===== src/shared/iap_pkg.sv =====
package iap_pkg;
   // Register select codes on the special function register port
   localparam logic [3:0] sel_ctrl = 4'h0;
   localparam logic [3:0] sel_addr_low = 4'h1;
   localparam logic [3:0] sel_addr_high = 4'h2;
   localparam logic [3:0] sel_word_base = 4'h8;
   // Control register fields
   localparam int enabled_bit = 7;
   localparam int mode_lsb = 4;
   localparam int unlock_bit = 3;
   localparam int write_bit = 2;
   localparam int read_en_bit = 1;
   localparam int read_bit = 0;
   localparam logic [7:0] ctrl_reset = 8'h70;
   localparam logic [7:0] data_reset = 8'h00;
   localparam logic [7:0] high_mask = 8'h7f;
   // Mode encodings
   localparam logic [2:0] mode_write = 3'h0;
   localparam logic [2:0] mode_erase = 3'h1;
   localparam logic [2:0] mode_read = 3'h3;
   localparam logic [2:0] mode_unlock = 3'h6;
   // Unlock pattern, byte 0 goes to word 1 low
   localparam logic [47:0] unlock_pattern = 48'h40c3090d0400;
   // Timeout on the low-speed oscillator
   localparam int timeout_us = 300;
   localparam int osc_khz = 32;
   localparam int timeout_ticks = (timeout_us * osc_khz) / 1000;
   // Erase geometry
   localparam int block_words = 256;
   localparam int small_page_words = 32;
   localparam int large_page_words = 64;
   typedef struct packed {
      logic [3:0] sel;
      logic wr;
      logic [7:0] wdata;
   } sfr_req_t;
endpackage


===== src/rtl/iap_word_regs.sv =====
// Eight data byte registers of four 16-bit words
module iap_word_regs
(
   // Clock and reset
   input wire logic mclk,
   input wire logic rst,
   input wire logic ce,
   // Write and read
   input wire logic wr,
   input wire logic [2:0] idx,
   input wire logic [7:0] wdata,
   output logic [7:0] rdata,
   output logic [63:0] words
);
   logic [7:0] mem_reg [8];
   // Byte storage, reset to zero
   always_ff @(posedge mclk or posedge rst)
   begin
      if (rst)
      begin
         for (int i = 0; i < 8; i++)
            mem_reg[i] <= iap_pkg::data_reset;
      end
      else if (ce && wr)
         mem_reg[idx] <= wdata;
   end
   // Registered read data
   always_ff @(posedge mclk or posedge rst)
   begin
      if (rst)
         rdata <= iap_pkg::data_reset;
      else if (ce)
         rdata <= mem_reg[idx];
   end
   // Flat view of all bytes
   always_comb
   begin
      for (int i = 0; i < 8; i++)
         words[i*8 +: 8] = mem_reg[i];
   end
endmodule


===== src/rtl/iap_timeout.sv =====
// Unlock timeout counter on low-speed oscillator ticks
module iap_timeout
#(
   parameter int ticks = iap_pkg::timeout_ticks
)
(
   // Clock and reset
   input wire logic mclk,
   input wire logic rst,
   input wire logic ce,
   // Control
   input wire logic start,
   input wire logic stop,
   input wire logic tick,
   output logic overflow
);
   logic [15:0] count_reg;
   logic run_reg;
   // Counts ticks while running, pulses overflow once
   always_ff @(posedge mclk or posedge rst)
   begin
      if (rst)
      begin
         count_reg <= 16'h0000;
         run_reg <= 1'b0;
         overflow <= 1'b0;
      end
      else if (ce)
      begin
         overflow <= 1'b0;
         if (start)
         begin
            count_reg <= 16'h0000;
            run_reg <= 1'b1;
         end
         else if (stop)
            run_reg <= 1'b0;
         else if (run_reg && tick)
         begin
            if (count_reg == 16'(ticks - 1))
            begin
               overflow <= 1'b1;
               run_reg <= 1'b0;
            end
            else
               count_reg <= count_reg + 16'h0001;
         end
      end
   end
endmodule


===== src/rtl/iap_unlock.sv =====
// Flash programming front end: address, data words, unlock and erase addressing
module iap_unlock
#(
   parameter int page_words = iap_pkg::large_page_words,
   parameter bit block_erase = 1'b0,
   parameter int ticks = iap_pkg::timeout_ticks
)
(
   // Clock and reset
   input wire logic mclk,
   input wire logic rst,
   input wire logic ce,
   // Register port
   input iap_pkg::sfr_req_t req,
   output logic [7:0] rdata,
   // Low-speed oscillator from outside the clock domain
   input wire logic low_speed_internal_osc,
   // Flash macro handshake
   input wire logic write_done,
   output logic write_go,
   output logic erase_go,
   output logic write_enabled,
   output logic [14:0] erase_addr
);
   logic [7:0] ctrl_reg;
   logic [7:0] addr_low_reg;
   logic [7:0] addr_high_reg;
   logic [63:0] words;
   logic [5:0] seen_reg;
   logic [1:0] osc_sync_reg;
   logic osc_last_reg;
   logic osc_tick;
   logic overflow;
   logic start;
   logic last_byte;
   logic [2:0] sel_idx;
   logic is_word;
   logic ctrl_wr;
   logic [7:0] ctrl_next;

   typedef enum {idle, armed} unlock_state_t;
   unlock_state_t state_reg;

   ////////////////////////////////////////////////////////////////////////////
   // Erase page number from the address registers
   function automatic logic [14:0] page_of(input logic [7:0] hi, input logic [7:0] lo);
      logic [14:0] n;
      n = 15'h0000;
      if (block_erase)
         n = {11'h000, hi[3:0]};
      else if (page_words == iap_pkg::small_page_words)
         n = {4'h0, hi, lo[7:5]};
      else
         n = {5'h00, hi, lo[7:6]};
      return n;
   endfunction

   ////////////////////////////////////////////////////////////////////////////
   // Decode of register port
   assign is_word = req.sel[3];
   assign sel_idx = req.sel[2:0];
   assign ctrl_wr = req.wr && req.sel == iap_pkg::sel_ctrl;
   assign start = ctrl_wr && req.wdata[iap_pkg::unlock_bit]
      && req.wdata[iap_pkg::mode_lsb +: 3] == iap_pkg::mode_unlock;
   assign last_byte = state_reg == armed && req.wr && is_word && sel_idx == 3'h7;

   ////////////////////////////////////////////////////////////////////////////
   // Two-stage sync of oscillator and tick detect
   always_ff @(posedge mclk or posedge rst)
   begin
      if (rst)
      begin
         osc_sync_reg <= 2'b00;
         osc_last_reg <= 1'b0;
      end
      else if (ce)
      begin
         osc_sync_reg <= {osc_sync_reg[0], low_speed_internal_osc};
         osc_last_reg <= osc_sync_reg[1];
      end
   end
   assign osc_tick = osc_sync_reg[1] && !osc_last_reg;

   iap_timeout #(.ticks(ticks)) timer
   (
      .mclk(mclk),
      .rst(rst),
      .ce(ce),
      .start(start),
      .stop(state_reg == armed && last_byte),
      .tick(osc_tick),
      .overflow(overflow)
   );

   iap_word_regs words_u
   (
      .mclk(mclk),
      .rst(rst),
      .ce(ce),
      .wr(req.wr && is_word),
      .idx(sel_idx),
      .wdata(req.wdata),
      .rdata(),
      .words(words)
   );

   ////////////////////////////////////////////////////////////////////////////
   // Track which unlock bytes were written during the attempt
   always_ff @(posedge mclk or posedge rst)
   begin
      if (rst)
         seen_reg <= 6'h00;
      else if (ce)
      begin
         if (start)
            seen_reg <= 6'h00;
         else if (state_reg == armed && req.wr && is_word && sel_idx >= 3'h2)
            seen_reg[sel_idx - 3'h2] <= 1'b1;
      end
   end

   // Unlock state machine
   always_ff @(posedge mclk or posedge rst)
   begin
      if (rst)
         state_reg <= idle;
      else if (ce)
      begin
         case (state_reg)
            idle:
               if (start)
                  state_reg <= armed;
            armed:
               if (overflow || last_byte)
                  state_reg <= idle;
            default:
               state_reg <= idle;
         endcase
      end
   end

   ////////////////////////////////////////////////////////////////////////////
   // Control register next value
   always_comb
   begin
      logic [47:0] pat;
      pat = {req.wdata, words[55:16]}; // Bytes of word 1 low to word 3 low, then the last byte
      ctrl_next = ctrl_reg;
      if (ctrl_wr)
      begin
         // Enabled flag: software may only clear it
         ctrl_next = {ctrl_reg[iap_pkg::enabled_bit] & req.wdata[iap_pkg::enabled_bit],
            req.wdata[6:0]};
         if (!ctrl_reg[iap_pkg::enabled_bit] && req.wdata[iap_pkg::mode_lsb +: 3] == iap_pkg::mode_write)
            ctrl_next[iap_pkg::write_bit] = 1'b0;
      end
      if (state_reg == armed && overflow)
         ctrl_next[iap_pkg::unlock_bit] = 1'b0;
      if (last_byte)
      begin
         ctrl_next[iap_pkg::unlock_bit] = 1'b0;
         if (pat == iap_pkg::unlock_pattern && seen_reg[4:0] == 5'h1f && !overflow)
            ctrl_next[iap_pkg::enabled_bit] = 1'b1;
      end
      if (write_done)
         ctrl_next[iap_pkg::write_bit] = 1'b0;
   end

   // Control register
   always_ff @(posedge mclk or posedge rst)
   begin
      if (rst)
         ctrl_reg <= iap_pkg::ctrl_reset;
      else if (ce)
         ctrl_reg <= ctrl_next;
   end

   // Address registers
   always_ff @(posedge mclk or posedge rst)
   begin
      if (rst)
      begin
         addr_low_reg <= iap_pkg::data_reset;
         addr_high_reg <= iap_pkg::data_reset;
      end
      else if (ce && req.wr)
      begin
         if (req.sel == iap_pkg::sel_addr_low)
            addr_low_reg <= req.wdata;
         if (req.sel == iap_pkg::sel_addr_high)
            addr_high_reg <= req.wdata & iap_pkg::high_mask;
      end
   end

   ////////////////////////////////////////////////////////////////////////////
   // Registered read mux; word bytes come from the flat view so every select answers one cycle later
   always_ff @(posedge mclk or posedge rst)
   begin
      if (rst)
         rdata <= 8'h00;
      else if (ce)
      begin
         case (req.sel)
            iap_pkg::sel_ctrl: rdata <= ctrl_reg;
            iap_pkg::sel_addr_low: rdata <= addr_low_reg;
            iap_pkg::sel_addr_high: rdata <= addr_high_reg;
            default: rdata <= is_word ? words[sel_idx*8 +: 8] : 8'h00;
         endcase
      end
   end

   // Flash operation strobes, gated by the write enable
   always_ff @(posedge mclk or posedge rst)
   begin
      if (rst)
      begin
         write_go <= 1'b0;
         erase_go <= 1'b0;
         write_enabled <= 1'b0;
         erase_addr <= 15'h0000;
      end
      else if (ce)
      begin
         write_enabled <= ctrl_reg[iap_pkg::enabled_bit];
         write_go <= ctrl_reg[iap_pkg::enabled_bit] && ctrl_reg[iap_pkg::write_bit]
            && ctrl_reg[iap_pkg::mode_lsb +: 3] == iap_pkg::mode_write;
         erase_go <= ctrl_reg[iap_pkg::enabled_bit] && ctrl_reg[iap_pkg::write_bit]
            && ctrl_reg[iap_pkg::mode_lsb +: 3] == iap_pkg::mode_erase;
         erase_addr <= page_of(addr_high_reg, addr_low_reg);
      end
   end
endmodule


===== config.mk =====
export PLATFORM = sky130hd
export DESIGN_NAME = iap_unlock
export DESIGN_NICKNAME = d
export VERILOG_FILES = /design/src/shared/iap_pkg.sv /design/src/rtl/iap_word_regs.sv /design/src/rtl/iap_timeout.sv /design/src/rtl/iap_unlock.sv
export SDC_FILE = /design/constraint.sdc
export NUM_CORES = 1
export LEC_CHECK = 0
export ABC_CLOCK_PERIOD_IN_PS = 5000
export BUFFER_PORTS_ARGS = -buffer_cell sky130_fd_sc_hd__buf_4
export CAP_MARGIN = 0
export CORE_UTILIZATION = 25
export DETAILED_ROUTE_END_ITERATION = 10
export HOLD_SLACK_MARGIN = 0.15
export PLACE_DENSITY_LB_ADDON = 0.2
export SYNTH_ARGS = -nofsm -noshare
export SYNTH_HDL_FRONTEND = slang
export SYNTH_SLANG_ARGS = --single-unit

===== constraint.sdc =====
create_clock -name mclk -period 5 [get_ports mclk]
set_input_delay 0.75 -clock mclk [delete_from_list [all_inputs] [get_ports mclk]]
set_output_delay 0.75 -clock mclk [all_outputs]
set_load 0.005 [all_outputs]

==> summary.md, run 1 <==
| Metric | Value |
|---|---|
| Outcome | complete, no violations |
| H-tree depth | 4 |
| Clock Skews | 0.00983 ns |
| Synth Area per Inst | 12.4 sq um |
| Clk network pwr share | 39.4% |
| Clock root cell | clkbuf_16 |
| Crit path capture | addr_high_reg[5] |
| RSZ-0062 raised after global routing | no |
| Drt drc | 0 |
| Synth cell types | 70 |
| Worst VDD drop | 0.248 mV |
| Slew Limit Fails | 0 |
| Combinational power share | 13.8% |
| Syn Std Cell Area | 6510 sq um |
| Synth top area share | 50.4% |
| Internal power | 2180 uW |
| Slew @ Worst Pin | 0.904 ns |
| # setup viols final | 0 |
| Clk buf depth | 2 |
| Resized cells post-CTS | 0 |
| WP data arrival | 2.79 ns |
| Top-count cell post-synth | dfrtp_1 |
| HP Class | primary input to asynchronous set/reset pin |
| Clock slew at reported path FFs | 0.06 ns |
| CP max stage delay | 0.78 ns |
| Initial Util | 25.7% |
| Flops & latches, synth | 134 |
| Layout cells sized above 1 | 36.6% |
| Initial antenna violation count | 0 |
| Final Util | 29.8% |
| Core area | 25,300 sq um |
| Worst reg2reg endpoint | timer.count_reg[9] |
| Fin Setup TNS | 0 ns |
| Register share of total power | 46.9% |
| Vias in the first global route | 4,654 |
| Reg2reg path depth | 4 |
| Fmax achieved | 402 MHz |
| Switching share of total power | 26.1% |
| CTS tree | done |
| Critical Path Start | req[10] |
| R2R setup slack | 3.04 ns |
| Total iterations of the first detailed-routing run | 5 |
| Fillers | 2,535 |
| Post-synthesis sequential area ratio | 51.6% |
| Top Ports | 44 |
| Largest register FFs | 64 |
| CTS sink cnt | 134 |
| Post-synth top flop | dfrtp_1 |
| Vias per cell | 5.02 |
| Die width | 163 um |
| Post-CTS setup buffers | 0 |
| P&R area growth vs syn | 15.8% |
| Post-synth EDFFs | 0 |
| Post-route cell area | 7540 sq um |
| Total Die Area | 26,700 sq um |
| Worst setup EP type | flop |
| Critical path class | primary input to flop |
| Post-synthesis async set-or-reset flop share | 100% |
| Post-Route WL | 17,700 um |
| Hold Buf Count CTS | 0 |
| GPL Wtd Cong | 0.779 |
| CP Launch Type | primary input |
| Clk_lat worst skew | 0.42 ns |
| Via count | 4,461 |
| Final Critical Period | 2.49 ns |
| Worst-path cell chain | buf_4 > nor2b_1 > nand4_1 > mux2_2 |
| Commonest cells in the netlist | dfrtp_1, mux2_2, a21oi_1, nand2_1 |
| Synth area leaders | dfrtp_1, mux2_2, mux4_2, a21oi_1, mux2i_1 |
| GRT overflow | 0 |
| Cell Area, Placed | 7000 sq um |
| Total Routing Usage GR | 14.0% |
| Pin count of the biggest net entering global routing | 91 |
| WL/cell | 20.0 um |
| Critical-path top delay cell | nor2b_1 |
| Final Cycle Share | 49.8% |
| Iter 0 DRT Violations | 312 |
| Post-route ant nets | 0 |
| R2R Path Start | state_reg[0] |
| Final Hold Vio Count | 0 |
| Cell taking the most area after synthesis | dfrtp_1 |
| Cells after Synth | 525 |
| Worst slew margin | 39.6% |
| Required time of the worst setup path | 5.31 ns |
| CTS buffer count | 17 |
| Synth warn | 0 |
| First-pass GRT wire length | 27,600 um |
| Crit Path Max Fanout | 29 |
| Ant. Diodes | 0 |
| Cell area power density | 391 nW/um^2 |
| FP Rows | 58 |
| Switching power | 769 uW |
| Pleak | 0.00320 uW |
| Max Cap Viol | 0 |
| Final nets | 565 |
| PortBufs | 37 |
| Chip height | 163 um |
| Hpwl dp | 11,900 um |
[layout by cell type, fill, tap and decap left out, types with 4 or more instances in the layout]
master     count
or4_1          6
clkbuf_16     17
a31oi_1        4
o2bb2ai_1      6
a221oi_1       9
nor2b_1        5
inv_1         11
and4_1         4
buf_4         38
dfrtp_1      131
nor4_1         5
mux2i_1        9
nand3_1        6
mux4_2         6
or3_1         10
a221o_1        6
nand2_1       18
mux2_2       106
nor2_1        15
and2_1         4
conb_1         6
nor4b_1        5
nor2_2         7
nand4_1        9
o21ai_0       15
clkbuf_1       6
a21oi_1       20
[final cells by class]
cell class	count	area [sq um]	share of cell area (%)
clock buffers	24	462	6.12
flip-flops and latches	134	3360	44.5
inverters	13	53.8	0.714
clock inverters	8	77.6	1.03
well taps	330	413	5.48
multi-input cells	341	2890	38.3
repair buffers	38	285	3.78
[critical path, delay by kind of cell]
| family | cells | cell delay, ns |
|---|---|---|
| and+or+nand+nor | 2 | 1.28 |
| buffers and inverters | 1 | 0.33 |
| muxes | 1 | 0.41 |
[power groups by stage]
stage | registers (uW) | clock network (uW) | logic [uW]
after floorplan | 1350 | 0 | 294
after detailed placement | 1400 | 0 | 410
after global placement | 1400 | 0 | 400
after CTS | 1380 | 1190 | 412
final | 1380 | 1160 | 406
after global routing | 1400 | 1230 | 444
[per-layer routing]
metal / part of all wire, % / track usage [%]
met1: 44 / 17.9
met4: 0.93 / 3.70
met3: 4.4 / 3.20
met2: 50 / 23.5
met5: 0 / 0
[worst min path at each step]
stage / endpoint / slack, ns
floorplan: seen_reg[2] / 0.46
global placement: seen_reg[2] / 0.48
detailed placement: timer.run_reg / 0.49
CTS: timer.run_reg / 0.50
global route: words_u.words[59] / 0.52
finish: words_u.words[50] / 0.49
[stage by stage]
step / worst slack, ns / std cells / hold WS [ns] / total power, uW
finish: 2.51 / 888 / 0.494 / 2950
floorplan: 0.672 / 530 / 0.462 / 1640
detailed placement: 2.09 / 856 / 0.490 / 1810
global placement: 2.20 / 856 / 0.485 / 1800
CTS: 2.55 / 888 / 0.503 / 2980
global route: 2.31 / 888 / 0.519 / 3080
[cells by family after synthesis]
family,count (synthesis),synth area share [%]
AO/OA/AOI/OAI,85,9.26
other,1,0.0576
multiplexers,121,21.8
buffers and inverters,55,4.32
flip-flops,134,51.6
XOR/XNOR,1,0.135
adder cells (fa/ha/maj),2,0.384
AND/OR/NAND/NOR,126,12.5
Note: power is estimated with default switching activity, not from simulation.
==> run 2, diff against run 1 <==
ABC_CLOCK_PERIOD_IN_PS = 2440   (was 5000)
clock period = 2.44 ns   (was 5 ns; I/O delays follow)
==> summary.md, run 2 (same netlist as run 1, synthesis figures left out) <==
| Metric | Value |
|---|---|
| Outcome | complete, no violations |
| Post-route cell area | 7830 sq um (+3.8%) |
| Largest register FFs | 64 (unchanged) |
| GRT overflow | 0 (unchanged) |
| RSZ-0062 raised after global routing | no |
| Initial antenna violation count | 0 (unchanged) |
| Hold_sp | low_speed_internal_osc |
| Slew Limit Fails | 0 (unchanged) |
| Ant. Diodes | 0 (unchanged) |
| H-tree depth | 4 (unchanged) |
| Critical Path Start | timer.count_reg[12] |
| HP Class | primary input to flop |
| Via count | 4,533 (+1.6%) |
| First-pass GRT wire length | 28,600 um (+3.4%) |
| WL/cell | 20.2 um (+1.0%) |
| Iter 0 DRT Violations | 365 (+17%) |
| Total iterations of the first detailed-routing run | 6 (+1) |
| WP data arrival | 2.20 ns (-0.59 ns) |
| Clock root cell | clkbuf_16 |
| Pleak | 0.00335 uW (+4.9%) |
| Post-route ant nets | 0 (unchanged) |
| CTS tree | done |
| Slew @ Worst Pin | 0.707 ns (-0.197 ns) |
| Pin count of the biggest net entering global routing | 55 (-40%) |
| Internal power | 4920 uW (+130%) |
| Total Routing Usage GR | 14.5% (+0.50 points) |
| Drt drc | 0 (unchanged) |
| Critical path class | flop to flop |
| Post-Route WL | 18,300 um (+3.2%) |
| Fin Setup TNS | 0 ns (unchanged) |
| CP max stage delay | 0.56 ns (-0.22 ns) |
| Hold Buf Count CTS | 2 (+2) |
| Resized cells post-CTS | 0 (unchanged) |
| P&R area growth vs syn | 20.2% |
| Commonest cells after routing, fill and taps aside | dfrtp_1, mux2_2, buf_4 |
| Fillers | 2,556 (+0.83%) |
| Register share of total power | 43.5% (-3.4 points) |
| Commonest non-fill, non-tap cell in the layout | dfrtp_1 |
| Final Hold Vio Count | 0 (unchanged) |
| Worst slew margin | 52.2% (+13 points) |
| Vias in the first global route | 4,628 (-0.56%) |
| Worst VDD drop | 0.493 mV (+99%) |
| Combinational power share | 12.9% (-0.9 points) |
| Required time of the worst setup path | 2.74 ns (-2.57 ns) |
| Total Die Area | 26,700 sq um (unchanged) |
| Final Cycle Share | 78.1% |
| Clk network pwr share | 43.7% (+4.3 points) |
| Worst setup EP type | flop |
| CTS sink cnt | 134 (unchanged) |
| Critical-path top delay cell | or4_4 |
| Chip height | 163 um (unchanged) |
| Cell Area, Placed | 7150 sq um (+2.2%) |
| Max Cap Viol | 0 (unchanged) |
| Switching power | 1600 uW (+110%) |
| Layout cells sized above 1 | 39.3% (+2.8 points) |
| Top Ports | 44 (unchanged) |
| CP Launch Type | flop |
| GPL Wtd Cong | 0.791 (+1.5%) |
| Fmax achieved | 525 MHz |
| # setup viols final | 0 (unchanged) |
| PortBufs | 37 (unchanged) |
| Clock slew at reported path FFs | 0.06 ns (about the same) |
| Die width | 163 um (unchanged) |
| Switching share of total power | 24.6% (-1.5 points) |
| Crit Path Max Fanout | 6 (-79%) |
| Clock Skews | 0.00773 ns (-0.00209 ns) |
| Cell area power density | 833 nW/um^2 (+110%) |
| Final Critical Period | 1.90 ns |
| Clk buf depth | 2 (unchanged) |
| FP Rows | 58 (unchanged) |
| Initial Util | 25.7% (unchanged) |
| CTS buffer count | 17 (unchanged) |
| R2R Path Start | timer.count_reg[12] |
| Worst-path cell chain | or4_4 > nor4_4 > nand2_2 > a31o_1 |
| Clk_lat worst skew | 0.41 ns (about the same) |
| Vias per cell | 5.00 (-0.51%) |
| Core area | 25,300 sq um (unchanged) |
| Hpwl dp | 12,800 um (+6.8%) |
| Final nets | 584 (+3.4%) |
| Post-CTS setup buffers | 0 (unchanged) |
run 2: area by class of cell:
type,count,area (sq um),share of cell area [%]
timing repair buffer,57,458,5.85
clock buffer,19,453,5.79
multi-input combinational,341,2890,36.9
sequential,134,3360,42.9
inverter,13,52.6,0.671
tap,330,413,5.28
clock inverter,13,203,2.59
run 2: power groups by stage:
stage | logic (uW) | registers (uW) | clock network (uW)
final | 839 | 2830 | 2850
after global routing | 925 | 2870 | 3010
after CTS | 856 | 2830 | 2910
after detailed placement | 851 | 2870 | 0
after global placement | 836 | 2860 | 0
after floorplan | 603 | 2760 | 0
run 2: metrics by stage:
stage                     power [uW]  cells  hold slack (ns)  setup WS (ns)  utilization (%)
after global routing            6810    907            0.177          0.456             30.9
after floorplan                 3360    530            0.462          0.411                -
after CTS                       6600    907            0.170          0.532             30.9
after global placement          3700    873            0.379          0.358             28.2
final                           6520    907            0.190          0.536             30.9
after detailed placement        3720    873            0.384          0.326             28.2
run 2: worst paths after layout:
| path | to | slack [ns] | cells after the start |
|---|---|---|---|
| worst max-delay path | timer.run_reg | 0.54 | 4 |
| worst min-delay path | osc_sync_reg[0] | 0.19 | 2 |
| worst max register to register | timer.run_reg | 0.54 | 4 |
| worst min register to register | osc_sync_reg[1] | 0.50 | 1 |
| max in group asynchronous | words_u.words[18] | 1.23 | 4 |
| min in group asynchronous | timer.count_reg[11] | 0.50 | 3 |
run 2: worst max-delay path: cells and delay by family (launching register included):
family          cells  cell delay [ns]
simple gates        3             1.13
flops               1             0.42
compound gates      1             0.23
run 2: metal layers:
| metal | track usage (%) | share of wire [%] | vias up |
|---|---|---|---|
| met3 | 3.61 | 3.8 | 10 |
| met4 | 2.89 | 0.64 | 0 |
| met2 | 22.5 | 48 | 92 |
| met5 | 0 | 0 | - |
| met1 | 20.3 | 48 | 2393 |
| li1 | - | - | 2038 |
==> run 3, diff against run 2 <==
ABC_CLOCK_PERIOD_IN_PS = 1500   (was 2440)
clock period = 1.5 ns   (was 2.44 ns; I/O delays follow)
==> summary.md, run 3 (same netlist as run 1, synthesis figures left out) <==
| Metric | Value |
|---|---|
| Total Routing Usage GR | 16.1% (+1.6 points) |
| Clk_lat worst skew | 0.43 ns (+0.02 ns) |
| Fin Setup TNS | -3.01 ns (-3.01 ns) |
| Commonest non-fill, non-tap cell in the layout | buf_4 |
| Post-route cell area | 9090 sq um (+16%) |
| Clock root cell | clkbuf_16 |
| Top Ports | 44 (unchanged) |
| Hold_sp | ce |
| Initial Util | 25.7% (unchanged) |
| Final Cycle Share | 120% (+42 points) |
| WL met2 | 9870 um (+13%) |
| Worst VDD drop | 0.541 mV (+9.7%) |
| Final nets | 698 (+20%) |
| Pleak | 0.00400 uW (+19%) |
| Cell area power density | 1190 nW/um^2 (+43%) |
| CTS buffer count | 17 (unchanged) |
| Worst reg2reg endpoint | timer.count_reg[0] |
| CTS tree | done |
| Hold depth | 3 (+1) |
| R2R Path Start | timer.count_reg[13] |
| PortBufs | 37 (unchanged) |
| Setup ws final | -0.300 ns (-0.835 ns) |
| WL/cell | 19.8 um (-1.7%) |
| Worst slew margin | 59.8% (+7.6 points) |
| Register share of total power | 42.3% (-1.2 points) |
| Critical path class | flop to flop |
| Design Power | 10,800 uW (+66%) |
| CTS sink cnt | 134 (unchanged) |
| # setup viols final | 21 (+21) |
| RSZ-0062 raised after global routing | yes |
| Vias per cell | 4.82 (-3.5%) |
| Max Cap Viol | 0 (unchanged) |
| Seq. cell area | 3360 sq um (about the same) |
| First-pass GRT wire length | 31,900 um (+12%) |
| Layout cells sized above 1 | 55.0% (+16 points) |
| CP Launch Type | flop |
| Failing checks | negative setup slack |
| Fmax achieved | 556 MHz (+5.8%) |
| Clock Skews | 0.00923 ns (+0.00150 ns) |
| Switching power | 2860 uW (+79%) |
| Crit Path Max Fanout | 6 (unchanged) |
| Worst setup EP type | flop |
| Final Critical Period | 1.80 ns (-0.105 ns) |
| Clock slew at reported path FFs | 0.06 ns (about the same) |
| Hpwl dp | 14,500 um (+14%) |
| WL met3 | 667 um (-3.6%) |
| Required time of the worst setup path | 1.82 ns (-0.92 ns) |
| Post-route ant nets | 0 (unchanged) |
| Metal1 wirelength | 9380 um (+6.6%) |
| Total iterations of the first detailed-routing run | 4 (-2) |
| Vias in the first global route | 5,307 (+15%) |
| Initial antenna violation count | 0 (unchanged) |
| HP Class | primary input to flop |
| GPL Wtd Cong | 0.835 (+5.7%) |
| Outcome | finished, violations left |
| Largest register FFs | 64 (unchanged) |
| Fillers | 2,453 (-4.0%) |
| Worst Hold End | rdata[3] |
| Hold_ws | 0.180 ns (-0.0105 ns) |
| GRT overflow | 0 (unchanged) |
| Switching share of total power | 26.4% (+1.8 points) |
| Reg2reg path depth | 5 (+1) |
| Slew @ Worst Pin | 0.595 ns (-0.112 ns) |
| R2R setup slack | -0.30 ns (-0.84 ns) |
| Slew Limit Fails | 0 (unchanged) |
| Cell Area, Placed | 8080 sq um (+13%) |
| Multi-input gate area | 3200 sq um (+11%) |
| P&R area growth vs syn | 39.6% |
| Final Util | 35.9% (+5.0 points) |
| FP Rows | 58 (unchanged) |
| Combinational power share | 17.1% (+4.2 points) |
| H-tree depth | 4 (unchanged) |
| Clk network pwr share | 40.6% (-3.1 points) |
| Pin count of the biggest net entering global routing | 80 (+45%) |
| Clk buf depth | 2 (unchanged) |
| Commonest cells after routing, fill and taps aside | buf_4, dfrtp_1, mux2_2 |
| Internal power | 7980 uW (+62%) |
| Uppermost layer routed | met4 |
| Ant. Diodes | 0 (unchanged) |
| Post-Route WL | 20,300 um (+11%) |
| Core area | 25,300 sq um (unchanged) |
| Iter 0 DRT Violations | 204 (-44%) |
| Final Hold Vio Count | 0 (unchanged) |
| Die width | 163 um (unchanged) |
| WP data arrival | 2.12 ns (-0.08 ns) |
| Drt drc | 0 (unchanged) |
| Via count | 4,923 (+8.6%) |
| Total Die Area | 26,700 sq um (unchanged) |
| Chip height | 163 um (unchanged) |
==> run 3: how the worst max path moves through the flow <==
| stage | from | end | slack (ns) | cells after the start |
|---|---|---|---|---|
| after floorplan | rst | addr_high_reg[0] | -0.39 | 1 |
| after global placement | req[9] | words_u.words[0] | -0.43 | 5 |
| after detailed placement | req[9] | words_u.words[2] | -0.44 | 5 |
| after CTS | timer.count_reg[12] | timer.overflow | -0.29 | 5 |
| after global routing | timer.count_reg[13] | timer.count_reg[0] | -0.32 | 5 |
| final | timer.count_reg[13] | timer.count_reg[0] | -0.30 | 5 |
==> run 3: metal layers <==
layer | track usage [%] | vias up
met1 | 21.8 | 2524
met2 | 25.7 | 99
li1 | - | 2274
met3 | 3.15 | 26
met5 | 0 | -
met4 | 5.14 | 0
==> run 3: area by class of cell <==
| class | count | share of cell area (%) |
|---|---|---|
| clock buffers | 19 | 4.87 |
| clock inverters | 13 | 1.90 |
| inverters | 13 | 0.578 |
| multi-input cells | 341 | 35.2 |
| flip-flops and latches | 134 | 37.0 |
| well taps | 330 | 4.54 |
| repair buffers | 171 | 16.0 |
==> run 3: repair_timing <==
action | 4_1_cts | 5_1_grt
setup endpoints to repair | 24 | 34
buffers inserted | 2 | 3
cloned | 2 | 0
endpoints found under the hold margin | 134 | 0
gates resized for setup | 31 | 35
hold buffers | 4 | 0
pin swaps | 29 | 19
==> run 3: metrics by stage <==
stage                     instances  setup slack (ns)
after floorplan                 530            -0.388
after global placement          979            -0.435
after detailed placement        979            -0.438
after CTS                      1018            -0.288
after global routing           1021            -0.324
final                          1021            -0.300
==> run 3: critical path, cell delays in order (launching register included) <==
cell and delay (ns):
dfrtp_1 0.38, or4_4 0.55, nor4_4 0.31, buf_6 0.18, nor4_2 0.05, a31o_2 0.23
==> run 3: power by group through the flow <==
stage	clock [uW]	sequential (uW)	combinational, uW
final	4400	4590	1860
after global routing	4660	4660	2010
after CTS	4500	4580	1840
after detailed placement	0	4620	1760
after global placement	0	4600	1730
after floorplan	0	4490	997
